<file path="config.mk">
export PLATFORM = sky130hd
export DESIGN_NAME = adcs_sequencer
export DESIGN_NICKNAME = d
export VERILOG_FILES = /design/src/core/adcs_pkg.sv /design/src/core/adcs_sequencer.sv
export VERILOG_INCLUDE_DIRS = /design/src /design/src/core
export SDC_FILE = /design/constraint.sdc
export NUM_CORES = 1
export LEC_CHECK = 0
export ABC_AREA = 1
export BUFFER_PORTS_ARGS = -buffer_cell sky130_fd_sc_hd__buf_4
export CAP_MARGIN = 20
export CORE_UTILIZATION = 55
export CTS_BUF_LIST = sky130_fd_sc_hd__clkbuf_8
export DETAILED_ROUTE_END_ITERATION = 10
export GPL_ROUTABILITY_DRIVEN = 0
export PLACE_DENSITY_LB_ADDON = 0.12
export RECOVER_POWER = 50
export SYNTH_ARGS = -nofsm -noshare
export SYNTH_HDL_FRONTEND = slang
export SYNTH_SLANG_ARGS = --single-unit
</file>
<file path="constraint.sdc">
create_clock -name ref_clk -period 3.35 [get_ports ref_clk]
set_clock_uncertainty 0.2 [all_clocks]
set_input_delay 0.1675 -clock ref_clk [delete_from_list [all_inputs] [get_ports ref_clk]]
set_output_delay 0.1675 -clock ref_clk [all_outputs]
set_load 0.01 [all_outputs]
</file>
<file path="src/core/adcs_regs.svh">
`ifndef ADCS_REGS_SVH
`define ADCS_REGS_SVH

// register offsets on the command port
`define ADCS_OFS_CTRL0 4'h0
`define ADCS_OFS_CTRL1 4'h1
`define ADCS_OFS_RESULT 4'h2
`define ADCS_OFS_STATUS 4'h3
`define ADCS_OFS_CLEAR 4'h4
`define ADCS_OFS_ENABLE 4'h5
`define ADCS_OFS_PORT 4'h6
`define ADCS_OFS_DIR 4'h7

// first control register fields
`define ADCS_CS_MSB 7
`define ADCS_CS_LSB 6
`define ADCS_CH_MSB 5
`define ADCS_CH_LSB 3
`define ADCS_GO_BIT 2
`define ADCS_PWR_BIT 0

// second control register field
`define ADCS_PCFG_MSB 2
`define ADCS_PCFG_LSB 0

// interrupt status bits
`define ADCS_ST_DONE 0
`define ADCS_ST_ABORT 1

// conversion clock select codes
`define ADCS_CS_DIV2 2'h0
`define ADCS_CS_DIV8 2'h1
`define ADCS_CS_DIV32 2'h2
`define ADCS_CS_RC 2'h3

// half bit period in ref_clk cycles, minus one
`define ADCS_HALF_DIV2 5'h00
`define ADCS_HALF_DIV8 5'h03
`define ADCS_HALF_DIV32 5'h0f

// conversion is 9.5 bit periods, recovery 2, counted in half periods
`define ADCS_CONV_HALVES 5'h13
`define ADCS_RECOV_HALVES 5'h04

// reset values
`define ADCS_RST_BYTE 8'h00
`define ADCS_RST_DIR 8'hff
`define ADCS_RST_CNT 5'h00

`endif

</file>
<file path="src/core/adcs_pkg.sv">
package adcs_pkg;

    typedef enum logic [1:0] {
        ADCS_ACQUIRE = 2'h0,
        ADCS_CONVERT = 2'h1,
        ADCS_RECOVER = 2'h3
    } adcs_phase_t;

    typedef struct packed {
        logic [3:0] addr;
        logic [7:0] wdata;
        logic wr;
        logic rd;
    } adcs_bus_req_t;

    typedef struct packed {
        adcs_phase_t phase;
        logic [1:0] clk_sel;
        logic [2:0] chan;
        logic pwr;
        logic [2:0] pcfg;
        logic [7:0] result;
        logic [7:0] port_latch;
        logic [7:0] dir;
        logic [1:0] status;
        logic [1:0] irq_en;
        logic [7:0] hold;
        logic [4:0] div_cnt;
        logic [4:0] half_cnt;
        logic [7:0] rdata;
        logic irq;
        logic rc_s1;
        logic rc_s2;
        logic rc_s3;
        logic [7:0] pin_s1;
        logic [7:0] pin_s2;
        logic [7:0] pin_out;
        logic [7:0] pin_oe;
        logic sample_connect;
    } adcs_state_t;

endpackage

</file>
<file path="src/core/adcs_sequencer.sv">
// Behaviour
// RULE_01: control register 0 holds clock select in 7-6, channel in 5-3, go in 2, power in 0, bit 1 reads zero.
// RULE_02: on completion the result register loads, go clears and the done flag sets.
// RULE_03: a three-bit port configuration field in control register 1 picks analog or digital pins and reference; the code decodes only the analog pin mask.
// RULE_04: a full conversion lasts nine and a half bit periods.
// RULE_05: clock select 00, 01, 10 give 2, 8, 32 clocks per bit period and 11 uses the RC source.
// RULE_06: software picks a setting whose bit period is at least 1.6 us.
// RULE_07: after a conversion, two bit periods pass with the hold capacitor disconnected before acquiring.
// RULE_08: clearing go during a conversion aborts it at once.
// RULE_09: an aborted conversion leaves the result register untouched.
// RULE_10: after an abort, two bit periods pass and then acquisition restarts on the selected channel.
// RULE_11: software does not set go in the same write that powers the converter on.
// RULE_12: software lets the acquisition time elapse before setting go.
// RULE_13: a port read returns zero for every pin configured as analog.
// RULE_14: an analog pin set as output is converted from its own driven level.
// RULE_15: completion sets the done flag and clears go so software may poll or take the interrupt.
// RULE_16: go reads set for the whole conversion and clears only on completion or abort.
//
// Strobed register access and the placing of the registers are this design's own decisions.
`timescale 1ns/100ps

`include "adcs_regs.svh"

module adcs_sequencer
    import adcs_pkg::*;
(
    input wire logic ref_clk,
    input wire logic srst,
    input wire logic [3:0] addr,
    input wire logic [7:0] wdata,
    input wire logic wr,
    input wire logic rd,
    output logic [7:0] rdata,
    output logic irq,
    input wire logic rc_osc,
    input wire logic [63:0] ain,
    input wire logic [7:0] pin_in,
    output logic [7:0] pin_out,
    output logic [7:0] pin_oe,
    output logic sample_connect
);

    adcs_state_t cur;
    adcs_state_t next_cur;
    adcs_bus_req_t req;

    // channel n sits on pin n
    function automatic logic [7:0] adcs_analog_mask(input logic [2:0] pcfg);
        logic [7:0] m;
        m = `ADCS_RST_BYTE;
        case (pcfg)
            3'h0: m = 8'hff;
            3'h1: m = 8'hf7;
            3'h2: m = 8'h1f;
            3'h3: m = 8'h17;
            3'h4: m = 8'h0b;
            3'h5: m = 8'h03;
            default: m = 8'h00;
        endcase
        return m;
    endfunction

    function automatic logic [4:0] adcs_half_limit(input logic [1:0] sel);
        logic [4:0] h;
        h = `ADCS_HALF_DIV2;
        case (sel)
            `ADCS_CS_DIV2: h = `ADCS_HALF_DIV2;
            `ADCS_CS_DIV8: h = `ADCS_HALF_DIV8;
            `ADCS_CS_DIV32: h = `ADCS_HALF_DIV32;
            default: h = `ADCS_HALF_DIV2;
        endcase
        return h;
    endfunction

    logic [7:0] an_mask;
    logic [7:0] chan_level [0:7];
    logic [7:0] pin_read;

    assign an_mask = adcs_analog_mask(cur.pcfg);
    assign req.addr = addr;
    assign req.wdata = wdata;
    assign req.wr = wr;
    assign req.rd = rd;

    genvar gi;
    generate
        for (gi = 0; gi < 8; gi = gi + 1)
        begin : g_chan
            // output-driven pin converts its own digital level
            assign chan_level[gi] = cur.dir[gi] ? ain[gi*8 +: 8]
                : {8{cur.port_latch[gi]}}; // RULE_14
            assign pin_read[gi] = an_mask[gi] ? 1'b0 : cur.pin_s2[gi]; // RULE_13
        end
    endgenerate

    always_comb
    begin
        logic half_tick;
        logic wr_ctrl0;
        logic go_wr;
        logic done_ev;
        logic abort_ev;
        logic [1:0] clr;
        half_tick = 1'b0;
        wr_ctrl0 = req.wr && (req.addr == `ADCS_OFS_CTRL0);
        go_wr = req.wdata[`ADCS_GO_BIT];
        done_ev = 1'b0;
        abort_ev = 1'b0;
        clr = 2'h0;
        next_cur = cur;

        next_cur.rc_s1 = rc_osc;
        next_cur.rc_s2 = cur.rc_s1;
        next_cur.rc_s3 = cur.rc_s2;
        next_cur.pin_s1 = pin_in;
        next_cur.pin_s2 = cur.pin_s1;

        // half bit period: rc edges, or a divided ref_clk
        if (cur.clk_sel == `ADCS_CS_RC) // RULE_05
        begin
            half_tick = cur.rc_s2 ^ cur.rc_s3;
            next_cur.div_cnt = `ADCS_RST_CNT;
        end
        else if (cur.div_cnt >= adcs_half_limit(cur.clk_sel)) // RULE_05
        begin
            half_tick = 1'b1;
            next_cur.div_cnt = `ADCS_RST_CNT;
        end
        else
        begin
            next_cur.div_cnt = cur.div_cnt + 5'h01;
        end

        case (cur.phase)
            ADCS_ACQUIRE:
            begin
                // go only starts a converter that was already on
                if (wr_ctrl0 && go_wr && cur.pwr) // RULE_11
                begin
                    next_cur.phase = ADCS_CONVERT;
                    next_cur.hold = chan_level[cur.chan];
                    next_cur.half_cnt = `ADCS_RST_CNT;
                    next_cur.div_cnt = `ADCS_RST_CNT;
                end
            end
            ADCS_CONVERT:
            begin
                // power-off also kills the conversion
                if ((wr_ctrl0 && !go_wr) || (wr_ctrl0 && !req.wdata[`ADCS_PWR_BIT]))
                begin
                    abort_ev = 1'b1; // RULE_08
                    next_cur.phase = ADCS_RECOVER; // RULE_10
                    next_cur.half_cnt = `ADCS_RST_CNT;
                    next_cur.div_cnt = `ADCS_RST_CNT;
                end
                else if (half_tick)
                begin
                    if (cur.half_cnt == `ADCS_CONV_HALVES - 5'h01) // RULE_04
                    begin
                        done_ev = 1'b1; // RULE_15
                        next_cur.phase = ADCS_RECOVER; // RULE_07
                        next_cur.half_cnt = `ADCS_RST_CNT;
                    end
                    else
                    begin
                        next_cur.half_cnt = cur.half_cnt + 5'h01;
                    end
                end
            end
            ADCS_RECOVER:
            begin
                if (half_tick)
                begin
                    if (cur.half_cnt == `ADCS_RECOV_HALVES - 5'h01) // RULE_07
                    begin
                        next_cur.phase = ADCS_ACQUIRE; // RULE_10
                        next_cur.half_cnt = `ADCS_RST_CNT;
                    end
                    else
                    begin
                        next_cur.half_cnt = cur.half_cnt + 5'h01;
                    end
                end
            end
            default:
            begin
                next_cur.phase = ADCS_ACQUIRE;
            end
        endcase

        // register writes; go itself lives in the phase
        if (req.wr)
        begin
            case (req.addr)
                `ADCS_OFS_CTRL0:
                begin
                    next_cur.clk_sel = req.wdata[`ADCS_CS_MSB:`ADCS_CS_LSB]; // RULE_01
                    next_cur.chan = req.wdata[`ADCS_CH_MSB:`ADCS_CH_LSB]; // RULE_01
                    next_cur.pwr = req.wdata[`ADCS_PWR_BIT]; // RULE_01
                end
                `ADCS_OFS_CTRL1: next_cur.pcfg = req.wdata[`ADCS_PCFG_MSB:`ADCS_PCFG_LSB]; // RULE_03
                `ADCS_OFS_RESULT: next_cur.result = req.wdata;
                `ADCS_OFS_CLEAR: clr = req.wdata[1:0];
                `ADCS_OFS_ENABLE: next_cur.irq_en = req.wdata[1:0];
                `ADCS_OFS_PORT: next_cur.port_latch = req.wdata;
                `ADCS_OFS_DIR: next_cur.dir = req.wdata;
                default: next_cur.pwr = next_cur.pwr;
            endcase
        end

        // completion beats a same-cycle software write of the result
        if (done_ev)
        begin
            next_cur.result = cur.hold; // RULE_02
        end
        // abort leaves result alone, RULE_09

        // set wins over clear
        next_cur.status[`ADCS_ST_DONE] = done_ev
            || (cur.status[`ADCS_ST_DONE] && !clr[`ADCS_ST_DONE]); // RULE_02
        next_cur.status[`ADCS_ST_ABORT] = abort_ev
            || (cur.status[`ADCS_ST_ABORT] && !clr[`ADCS_ST_ABORT]);
        next_cur.irq = |(next_cur.status & next_cur.irq_en);

        next_cur.rdata = `ADCS_RST_BYTE;
        if (req.rd)
        begin
            case (req.addr)
                `ADCS_OFS_CTRL0:
                begin
                    next_cur.rdata[`ADCS_CS_MSB:`ADCS_CS_LSB] = cur.clk_sel;
                    next_cur.rdata[`ADCS_CH_MSB:`ADCS_CH_LSB] = cur.chan;
                    next_cur.rdata[`ADCS_GO_BIT] = (cur.phase == ADCS_CONVERT); // RULE_16
                    next_cur.rdata[`ADCS_PWR_BIT] = cur.pwr;
                end
                `ADCS_OFS_CTRL1: next_cur.rdata[`ADCS_PCFG_MSB:`ADCS_PCFG_LSB] = cur.pcfg;
                `ADCS_OFS_RESULT: next_cur.rdata = cur.result;
                `ADCS_OFS_STATUS: next_cur.rdata[1:0] = cur.status;
                `ADCS_OFS_ENABLE: next_cur.rdata[1:0] = cur.irq_en;
                `ADCS_OFS_PORT: next_cur.rdata = pin_read; // RULE_13
                `ADCS_OFS_DIR: next_cur.rdata = cur.dir;
                default: next_cur.rdata = `ADCS_RST_BYTE;
            endcase
        end

        next_cur.pin_out = next_cur.port_latch;
        next_cur.pin_oe = ~next_cur.dir;
        // switch open while converting and recovering
        next_cur.sample_connect = next_cur.pwr && (next_cur.phase == ADCS_ACQUIRE); // RULE_07
    end

    always_ff @(posedge ref_clk)
    begin
        if (srst)
        begin
            cur <= '0;
            cur.phase <= ADCS_ACQUIRE;
            cur.dir <= `ADCS_RST_DIR;
        end
        else
        begin
            cur <= next_cur;
        end
    end

    assign rdata = cur.rdata;
    assign irq = cur.irq;
    assign pin_out = cur.pin_out;
    assign pin_oe = cur.pin_oe;
    assign sample_connect = cur.sample_connect;

endmodule

</file>
# [Yosys cells after proc, flatten, opt, wreduce, memory -nomap -nowiden]
# Index checks and enable logic that the tools add are counted.
[classes] addsub=2 order_cmp=2 eq_ne=22 mux=63 bitwise=5 n_reduce_logical=30
[ops] operator="$mux 8" n=14
[ops] operator="$pmux 8 s6" n=1
[ops] operator="$mux 5" n=9
[ops] operator="$mux 28" n=1
[ops] operator="$bmux 8 s3" n=1
[ops] operator="$mux 2" n=10
[ops] operator="$pmux 5 s4" n=1
[ops] operator="$mux 1" n=17
[ops] operator="$eq 4x3->1 const B" n=4
[ops] operator="$pmux 5 s3" n=1
[ops] operator="$add 5x1->5 const B" n=2
[ops] operator="$mux 10" n=1
[ops] operator="$pmux 5 s2" n=1
[ops] operator="$reduce_and 2->1" n=5
[ops] operator="$eq 4x2->1 const B" n=2
[ops] operator="$logic_and 1x1->1" n=8
[ops] operator="$not 8->8" n=1
[ops] operator="$pmux 4 s2" n=1
[ops] operator="$pmux 1 s7" n=1
[ops] operator="$eq 2x2->1 const B" n=3
[ops] operator="$eq 3x2->1 const B" n=2
[ops] operator="$eq 3x3->1 const B" n=2
[ops] operator="$pmux 1 s6" n=1
[ops] operator="$pmux 2 s3" n=1
[ops] operator="other kinds (24)" n=34
[totals] ff_bits=94 word_cells=146

# [Depth between registers and ports, before layout]
# Gate-level depths: netlist of run 1.
[logic_depth] depth_word=12 mapped_depth=15

# [Least setup slack after synthesis of run 1]
# Ideal clock, no wire load.
[synth_path] path_type="reg2reg" from="reg cur[98] (netlist bit)" to="reg cur[85] (netlist bit)" setup_time_ns=0.136 t_arrival_ns=1.831 path_slack_ns=1.183 path_stages_with_launch=15 path_cell_list="dfxtp_1 > inv_1 > ha_1 > inv_1 > ha_1 > inv_1 > nand2_1 > nand2_1 > nor2_1 > nor2_1 > nor2_4 > nand3_4 > buf_12 > nand3_2 > a21oi_2"
[synth_between] elab_chain_len=11 elab_cells_between_ends=15 classes_between="1 x order compare; 3 x eq/ne; 8 x mux; 3 x reduce/logical"
[synth_lines] element="from (decl)" line_no="adcs_sequencer.sv:43" source="adcs_state_t cur;"
[synth_lines] element="from (signal assigned)" line_no="adcs_sequencer.sv:262" source="cur <= next_cur;"
[synth_lines] element="$eq 2x2->1 or $eq 2x1->1 (tied branches)" line_no="adcs_sequencer.sv:66" source="case (sel)"
[synth_lines] element="$pmux 4 s2" line_no="adcs_sequencer.sv:66"
[synth_lines] element="$mux 5" line_no="adcs_sequencer.sv:119" source="if (cur.clk_sel == `ADCS_CS_RC)"
[synth_lines] element="$ge 5x5->1" line_no="adcs_sequencer.sv:124" source="else if (cur.div_cnt >= adcs_half_limit(cur.clk_sel))"
[synth_lines] element="$mux 1" line_no="adcs_sequencer.sv:124"
[synth_lines] element="$mux 1 *" line_no="adcs_sequencer.sv:119"
[synth_lines] element="$mux 1 *" line_no="adcs_sequencer.sv:156" source="else if (half_tick)"
[synth_lines] element="$mux 1 *" line_no="adcs_sequencer.sv:149" source="if ((wr_ctrl0 && !go_wr) || (wr_ctrl0 && !req.wdata[`ADCS_PWR_BIT]))"
[synth_lines] element="$mux 1 *" line_no="adcs_sequencer.sv:134" source="case (cur.phase)"
[synth_lines] element="$reduce_bool 2->1 (no source line)"
[synth_lines] element="$reduce_and 2->1 (no source line)"
# Mark *: on every way between the ends. The rest lies on a longest branch, timed or not. The select of a mux whose other input is x is not followed.
# A chain may end at the register's enable or synchronous reset.

==> results of run 1 <==
## where the power goes
group,switching (mW),internal (mW)
clock,0.409,0.463
sequential,0.0161,1.14
combinational,0.144,0.130
## final cells by class
cell class / count / area share [%]
clock inverters: 5 / 1.31
well taps: 111 / 2.23
repair buffers: 135 / 15.4
multi-input cells: 537 / 43.0
flip-flops and latches: 94 / 30.2
clock buffers: 11 / 2.43
inverters: 91 / 5.49
## routing by layer
| metal | track usage (%) | part of all wire [%] |
|---|---|---|
| met5 | 0 | 0 |
| met4 | 15.2 | 4.4 |
| met3 | 6.32 | 6.8 |
| met2 | 53.6 | 48 |
| met1 | 33.2 | 41 |
## final timing paths
| path | startpoint | slack [ns] | to | cells past startpoint |
|---|---|---|---|---|
| setup / recovery | srst | 0.75 | irq | 5 |
| hold / removal | addr[3] | 0.03 | cur[95] | 4 |
| setup reg to reg | cur[98] | 0.75 | cur[90] | 13 |
| hold reg to reg | cur[28] | 0.21 | cur[20] | 2 |
## repair_timing
item / 4_1_cts / 5_1_grt
endpoints found under the setup margin: 0 / 0
hold buffers: 19 / 0
endpoints found under the hold margin: 45 / 0
## through the flow
| step | hold slack [ns] | worst slack (ns) | power, mW | area [um^2] | utilization, % |
|---|---|---|---|---|---|
| after detailed placement | 0.176 | 0.902 | 1.44 | 5920 | 64.3 |
| after floorplan | 0.0745 | 1.18 | 1.31 | 5220 | - |
| final | 0.0310 | 0.747 | 2.30 | 6230 | 67.7 |
| after CTS | 0.0285 | 0.872 | 2.30 | 6340 | 68.9 |
| after global routing | 0.0526 | 0.522 | 2.38 | 6230 | 67.7 |
| after global placement | 0.169 | 1.04 | 1.43 | 5920 | 64.3 |
## placed cells by master, fill, tap and decap left out, drive strengths merged
master / instances
nand2: 257
nand3: 103
dfxtp: 94
inv: 90
buf: 87
nor2: 65
a21oi: 45
clkbuf: 40
dlygate4sd3: 19
nand4: 13
ha: 9
o21ai: 9
a211oi: 8
nand3b: 4
a31oi: 4
o22ai: 4
clkinv: 4
nor3b: 3
o211ai: 3
o31ai: 2
xor2: 2
xnor2: 2
bufinv: 2
nor3: 1
a221oi: 1
a41oi: 1
o2bb2ai: 1
## worst register-to-register path: stages, from the launching register on
cell,delay (ns)
dfxtp_1,0.35
inv_1,0.07
ha_1,0.32
inv_1,0.05
ha_1,0.26
inv_1,0.04
nand2_1,0.08
nand2_1,0.05
nor2_1,0.08
nor2_1,0.08
nor2_4,0.25
nand3_4,0.30
nand3_2,0.16
a21oi_2,0.07
## logic make-up after synthesis
kind of cell	Yosys count
AO/OA/AOI/OAI	78
XOR/XNOR	4
adder cells (fa/ha/maj)	9
buffers and inverters	142
flip-flops	94
AND/OR/NAND/NOR	446
## registers in the layout, indices dropped and copies added, names as in the netlist
signal / flops
cur: 68
pin_oe: 8
pin_out: 8
rdata: 8
irq: 1
sample_connect: 1
==> run_results.csv, run 1 <==
group,metric,value,unit
logic_synthesis,synth-xor-area-share,0.671,%
route,drc,0,
timing,slew_viol_final,61,
floorplan,dieHeight,99.4,um
grt,grt_max_degree,61,
floorplan,die_w,99.4,um
critical_path,max_stage_delay,1.97,ns
logic_synthesis,synth_ff_type,"dfxtp_1",
critical_path,cp-end-kind,"flop",
timing,max-slew-margin-rel,-87.1,%
critical_path,arrival,2.68,ns
cts,clk_pin_slew,0.09,ns
timing,hold_viol,0,
timing,rsz0062_at_grt,"no",
floorplan,io_pins,115,
logic_synthesis,synth_area_leaders,"dfxtp_1, nand2_1, nand3_1, inv_1, nor2_1",
final_layout,instances_no_fill,984,
cts,cts_max_level,3,
floorplan,core,9200,um^2
cts,clk_latency,0.38,ns
final_layout,area_growth,19.3,%
run,cap_viol_max_count,1,
floorplan,dieArea,9880,um^2
route,first_iter_violations,325,
pwr,power.density,369,nW/um^2
logic_synthesis,synth_area_per_cell,6.75,um^2
timing,fin_crit,2.60,ns
logic_synthesis,synthesis.nets,871,
logic_synthesis,yosys.area_share.simple,39.2,%
route,via_per_inst,5.36,
timing,worstMarginPinSlew,2.81,ns
place,port_buffers,114,
status,status,"finished with violations",
logic_synthesis,yosysSeqAreaShare,36.1,%
logic_synthesis,yosys.area.top_type,"dfxtp_1",
grt,antenna_found_initial,0,
logic_synthesis,synth_cell_type_count,40,
route,ant_nets,0,
logic_synthesis,ys_ff_latch,94,
cts,cts_tree,"built",
grt,overflow,0,
route,firstDrtPassIters,5,
critical_path,required,3.42,ns
status,violations,"max-capacitance violations, max-slew violations",
logic_synthesis,yosysWarnings,0,
final_layout,drive_gt1_share,17.6,%
logic_synthesis,synthesis.area,5220,um^2
critical_path,crit_top_cell,"nand2_1",
cts,cts_sinks,94,
place,dpl.cell_count,949,
final_layout,multi_input_area,2680,um^2
pwr,p_leak,3.07,nW
logic_synthesis,synth_top_area_share,36.1,%
critical_path,worst-path-buf-inv,2,
timing,finalCritPeriodShare,77.7,%
critical_path,crit_fanout,60,
critical_path,cp_cell_sequence,"clkbuf_4 > clkbuf_1 > a211oi_1 > nand2_1 > nand2_1",
critical_path,cp_top_family,"buffers and inverters",
timing,fin_setup_tns,0,ns
critical_path,crit_type,"in2reg",
pwr,peakVddDrop,0.000245,V
min_path,hp-class,"in2reg",
cts,ctsResizeCount,0,
final_layout,fill_cells,803,
floorplan,std_cell_rows,35,
grt,grt_first_pass_wirelength,23200,um
route,routedWlPerCell,14.6,um
logic_synthesis,yosysMostFrequentCell,"nand2_1",
cts,cts_setup_buffers,0,
timing,setup_viol,0,
critical_path,start_kind,"primary input",
route,routed_wirelength,14400,um
logic_synthesis,synth.top_cells.by_count,"nand2_1, dfxtp_1, nand3_1",
route,vias,5279,
critical_path,cp_slowest_cell,"clkbuf_1",
timing,timing.fmax,384,MHz
final_layout,ff_latch_area,1880,um^2
logic_synthesis,synthAdderAreaFrac,2.16,%
logic_synthesis,muxShareOfSynthArea,0,%
final_layout,fin_nets,966,
logic_synthesis,synth_top_family_by_area,"simple AND/OR/NAND/NOR gates",
cts,clock_path_buffers,2,
cts,cts_buffers,9,
logic_synthesis,synth-edff-count,0,
logic_synthesis,synth_compound_area_share,9.35,%
final_layout,insertedDiodeCount,0,
place,place_hpwl,10500,um
grt,track_usage,29.8,%
floorplan,start_util,56.7,%
grt,grt_pass1_vias,5221,
logic_synthesis,async_reset_ff_share,0,%
logic_synthesis,synth_cells,773,
cts,clockRootBuffer,"clkbuf_8",
Power figures use the tool's default switching activity.
==> run 2: changes to the inputs <==
clock period = 2.65 ns   (was 3.35 ns; I/O delays follow)
==> run 2 against run 1 <==
  * The run now ends clean
  * Cell area increased by 2.7%
  * Power up 27%
  * Non-clock buffer count up 17
==> run_results.csv, run 2 (synthesized netlist as in run 1, its figures left out) <==
group,metric,value,unit
cts,ctsResizeCount,0,
cts,cts_tree,"built",
grt,track_usage,29.9,%
grt,antenna_found_initial,0,
timing,hold_viol,0,
min_path,min_from,"addr[3]",
critical_path,r2r_cells,14,
route,ant_nets,0,
floorplan,start_util,56.7,%
cts,clk_pin_slew,0.09,ns
timing,rsz0062_at_grt,"no",
critical_path,rrSetupSlack,0.27,ns
cts,cts_buffers,9,
cts,cts_setup_buffers,0,
route,firstDrtPassIters,8,
timing,fin_setup_tns,0,ns
timing,timing.fmax,421,MHz
cts,clockRootBuffer,"clkbuf_8",
grt,grt_pass1_vias,5064,
final_layout,fill_cells,797,
critical_path,crit_top_cell,"nand2_1",
final_layout,final_common_cell,"nand2_1",
route,routed_wirelength,14300,um
status,status,"finished, final reports clean",
critical_path,cp_cell_sequence,"inv_1 > ha_1 > inv_1 > ha_1 > inv_1 > nand2_1 > nand2_1 > nor2_1 > nor2_1 > nor2_4 > nand3_4 > nand2_1 > nand2_1 > a21oi_2",
place,place_hpwl,10400,um
floorplan,io_pins,115,
pwr,power.density,457,nW/um^2
grt,grt_first_pass_wirelength,23500,um
critical_path,cp-end-kind,"flop",
final_layout,largest_register,"cur",
critical_path,cp_slowest_cell,"dfxtp_1",
timing,finalCritPeriodShare,89.7,%
final_layout,insertedDiodeCount,0,
final_layout,instances_no_fill,1001,
cts,cts_sinks,94,
final_layout,layout_common_cells,"nand2_1, buf_4, dfxtp_1",
timing,fin_crit,2.38,ns
critical_path,rr_startpoint,"cur[98]",
critical_path,start_kind,"flop",
pwr,peakVddDrop,0.000491,V
cts,clk_latency,0.36,ns
floorplan,dieArea,9880,um^2
min_path,hp-class,"in2reg",
pwr,p_leak,3.15,nW
floorplan,core,9200,um^2
cts,clock_path_buffers,2,
place,port_buffers,114,
min_path,hold_depth,4,
route,first_iter_violations,371,
critical_path,rr_endpoint,"cur[86]",
final_layout,largest_reg_flops,68,
min_path,holdPathEnd,"cur[96]",
critical_path,crit_type,"reg2reg",
grt,overflow,0,
critical_path,arrival,2.47,ns
grt,grt_max_degree,42,
critical_path,max_stage_delay,0.34,ns
run,cap_viol_max_count,0,
route,drc,0,
place,dpl.cell_count,956,
cts,cts_max_level,3,
timing,worstMarginPinSlew,0.859,ns
route,via_per_inst,5.27,
route,routedWlPerCell,14.3,um
timing,slew_viol_final,0,
final_layout,fin_nets,983,
route,vias,5277,
critical_path,required,2.74,ns
final_layout,area_growth,22.5,%
final_layout,drive_gt1_share,18.3,%
timing,max-slew-margin-rel,42.7,%
critical_path,crit_fanout,18,
floorplan,dieHeight,99.4,um
floorplan,std_cell_rows,35,
timing,setup_viol,0,
floorplan,die_w,99.4,um
timing,hold_slack,0.00954,ns
run 2: cell count changes in the layout (fill, tap and decap cells not counted):
cell           change
nor2_1             -1
clkinvlp_4         +1
nor2_4             +1
clkinv_4           -1
inv_1              -1
dlygate4sd3_1     +10
clkbuf_8           +1
buf_4              +8
clkbuf_4           -1
run 2: report_power, final:
part	switching [mW]	internal, mW	total, mW
Clock	0.491	0.612	1.10
Sequential	0.0173	1.44	1.46
Combinational	0.188	0.178	0.366
Total	0.696	2.23	2.92
run 2: final cells by class:
| type | count | area (um^2) | share of cell area (%) |
|---|---|---|---|
| repair buffers | 152 | 1110 | 17.3 |
| multi-input cells | 537 | 2680 | 41.9 |
| inverters | 91 | 342 | 5.34 |
| well taps | 111 | 139 | 2.17 |
| flip-flops and latches | 94 | 1880 | 29.4 |
| clock buffers | 12 | 165 | 2.58 |
| clock inverters | 4 | 76.3 | 1.19 |
run 2: metrics by stage:
step	setup WS (ns)	utilization (%)	cell area (um^2)	power, mW
6_report	0.273	69.5	6390	2.92
3_5_place_dp	0.364	64.9	5970	1.82
4_1_cts	0.259	70.7	6500	2.93
3_3_place_gp	0.486	64.9	5970	1.82
5_1_grt	0.0788	69.5	6390	3.03
2_1_floorplan	0.483	-	5220	1.66
run 2: timing repair:
item | in CTS | in global routing
setup endpoints to repair | 0 | 0
hold endpoints to repair | 58 | 0
hold buffers | 29 | 0
run 2: worst max-delay path by stage:
stage | startpoint | slack (ns) | end
after floorplan | cur[98] | 0.48 | cur[85]
after global placement | cur[98] | 0.49 | cur[84]
after detailed placement | cur[98] | 0.36 | cur[87]
after CTS | cur[98] | 0.26 | cur[88]
after global routing | cur[98] | 0.08 | cur[84]
final | cur[98] | 0.27 | cur[86]
run 2: per-layer routing:
| metal | wire length (um) | part of all wire, % | track usage (%) | vias to the layer above |
|---|---|---|---|---|
| li1 | - | - | - | 2671 |
| met1 | 5900 | 41 | 35.5 | 2346 |
| met2 | 6990 | 49 | 53.2 | 224 |
| met3 | 910 | 6.4 | 4.64 | 36 |
| met4 | 486 | 3.4 | 13.8 | 0 |
| met5 | 0 | 0 | 0 | - |
run 2: worst max-delay path, delay by kind of cell (launching register included):
| kind | cells | cell delay (ns) |
|---|---|---|
| buffers and inverters | 3 | 0.17 |
| AOI/OAI and AO/OA | 1 | 0.11 |
| adders and majority gates | 2 | 0.58 |
| DFF | 1 | 0.34 |
| and+or+nand+nor | 8 | 0.90 |
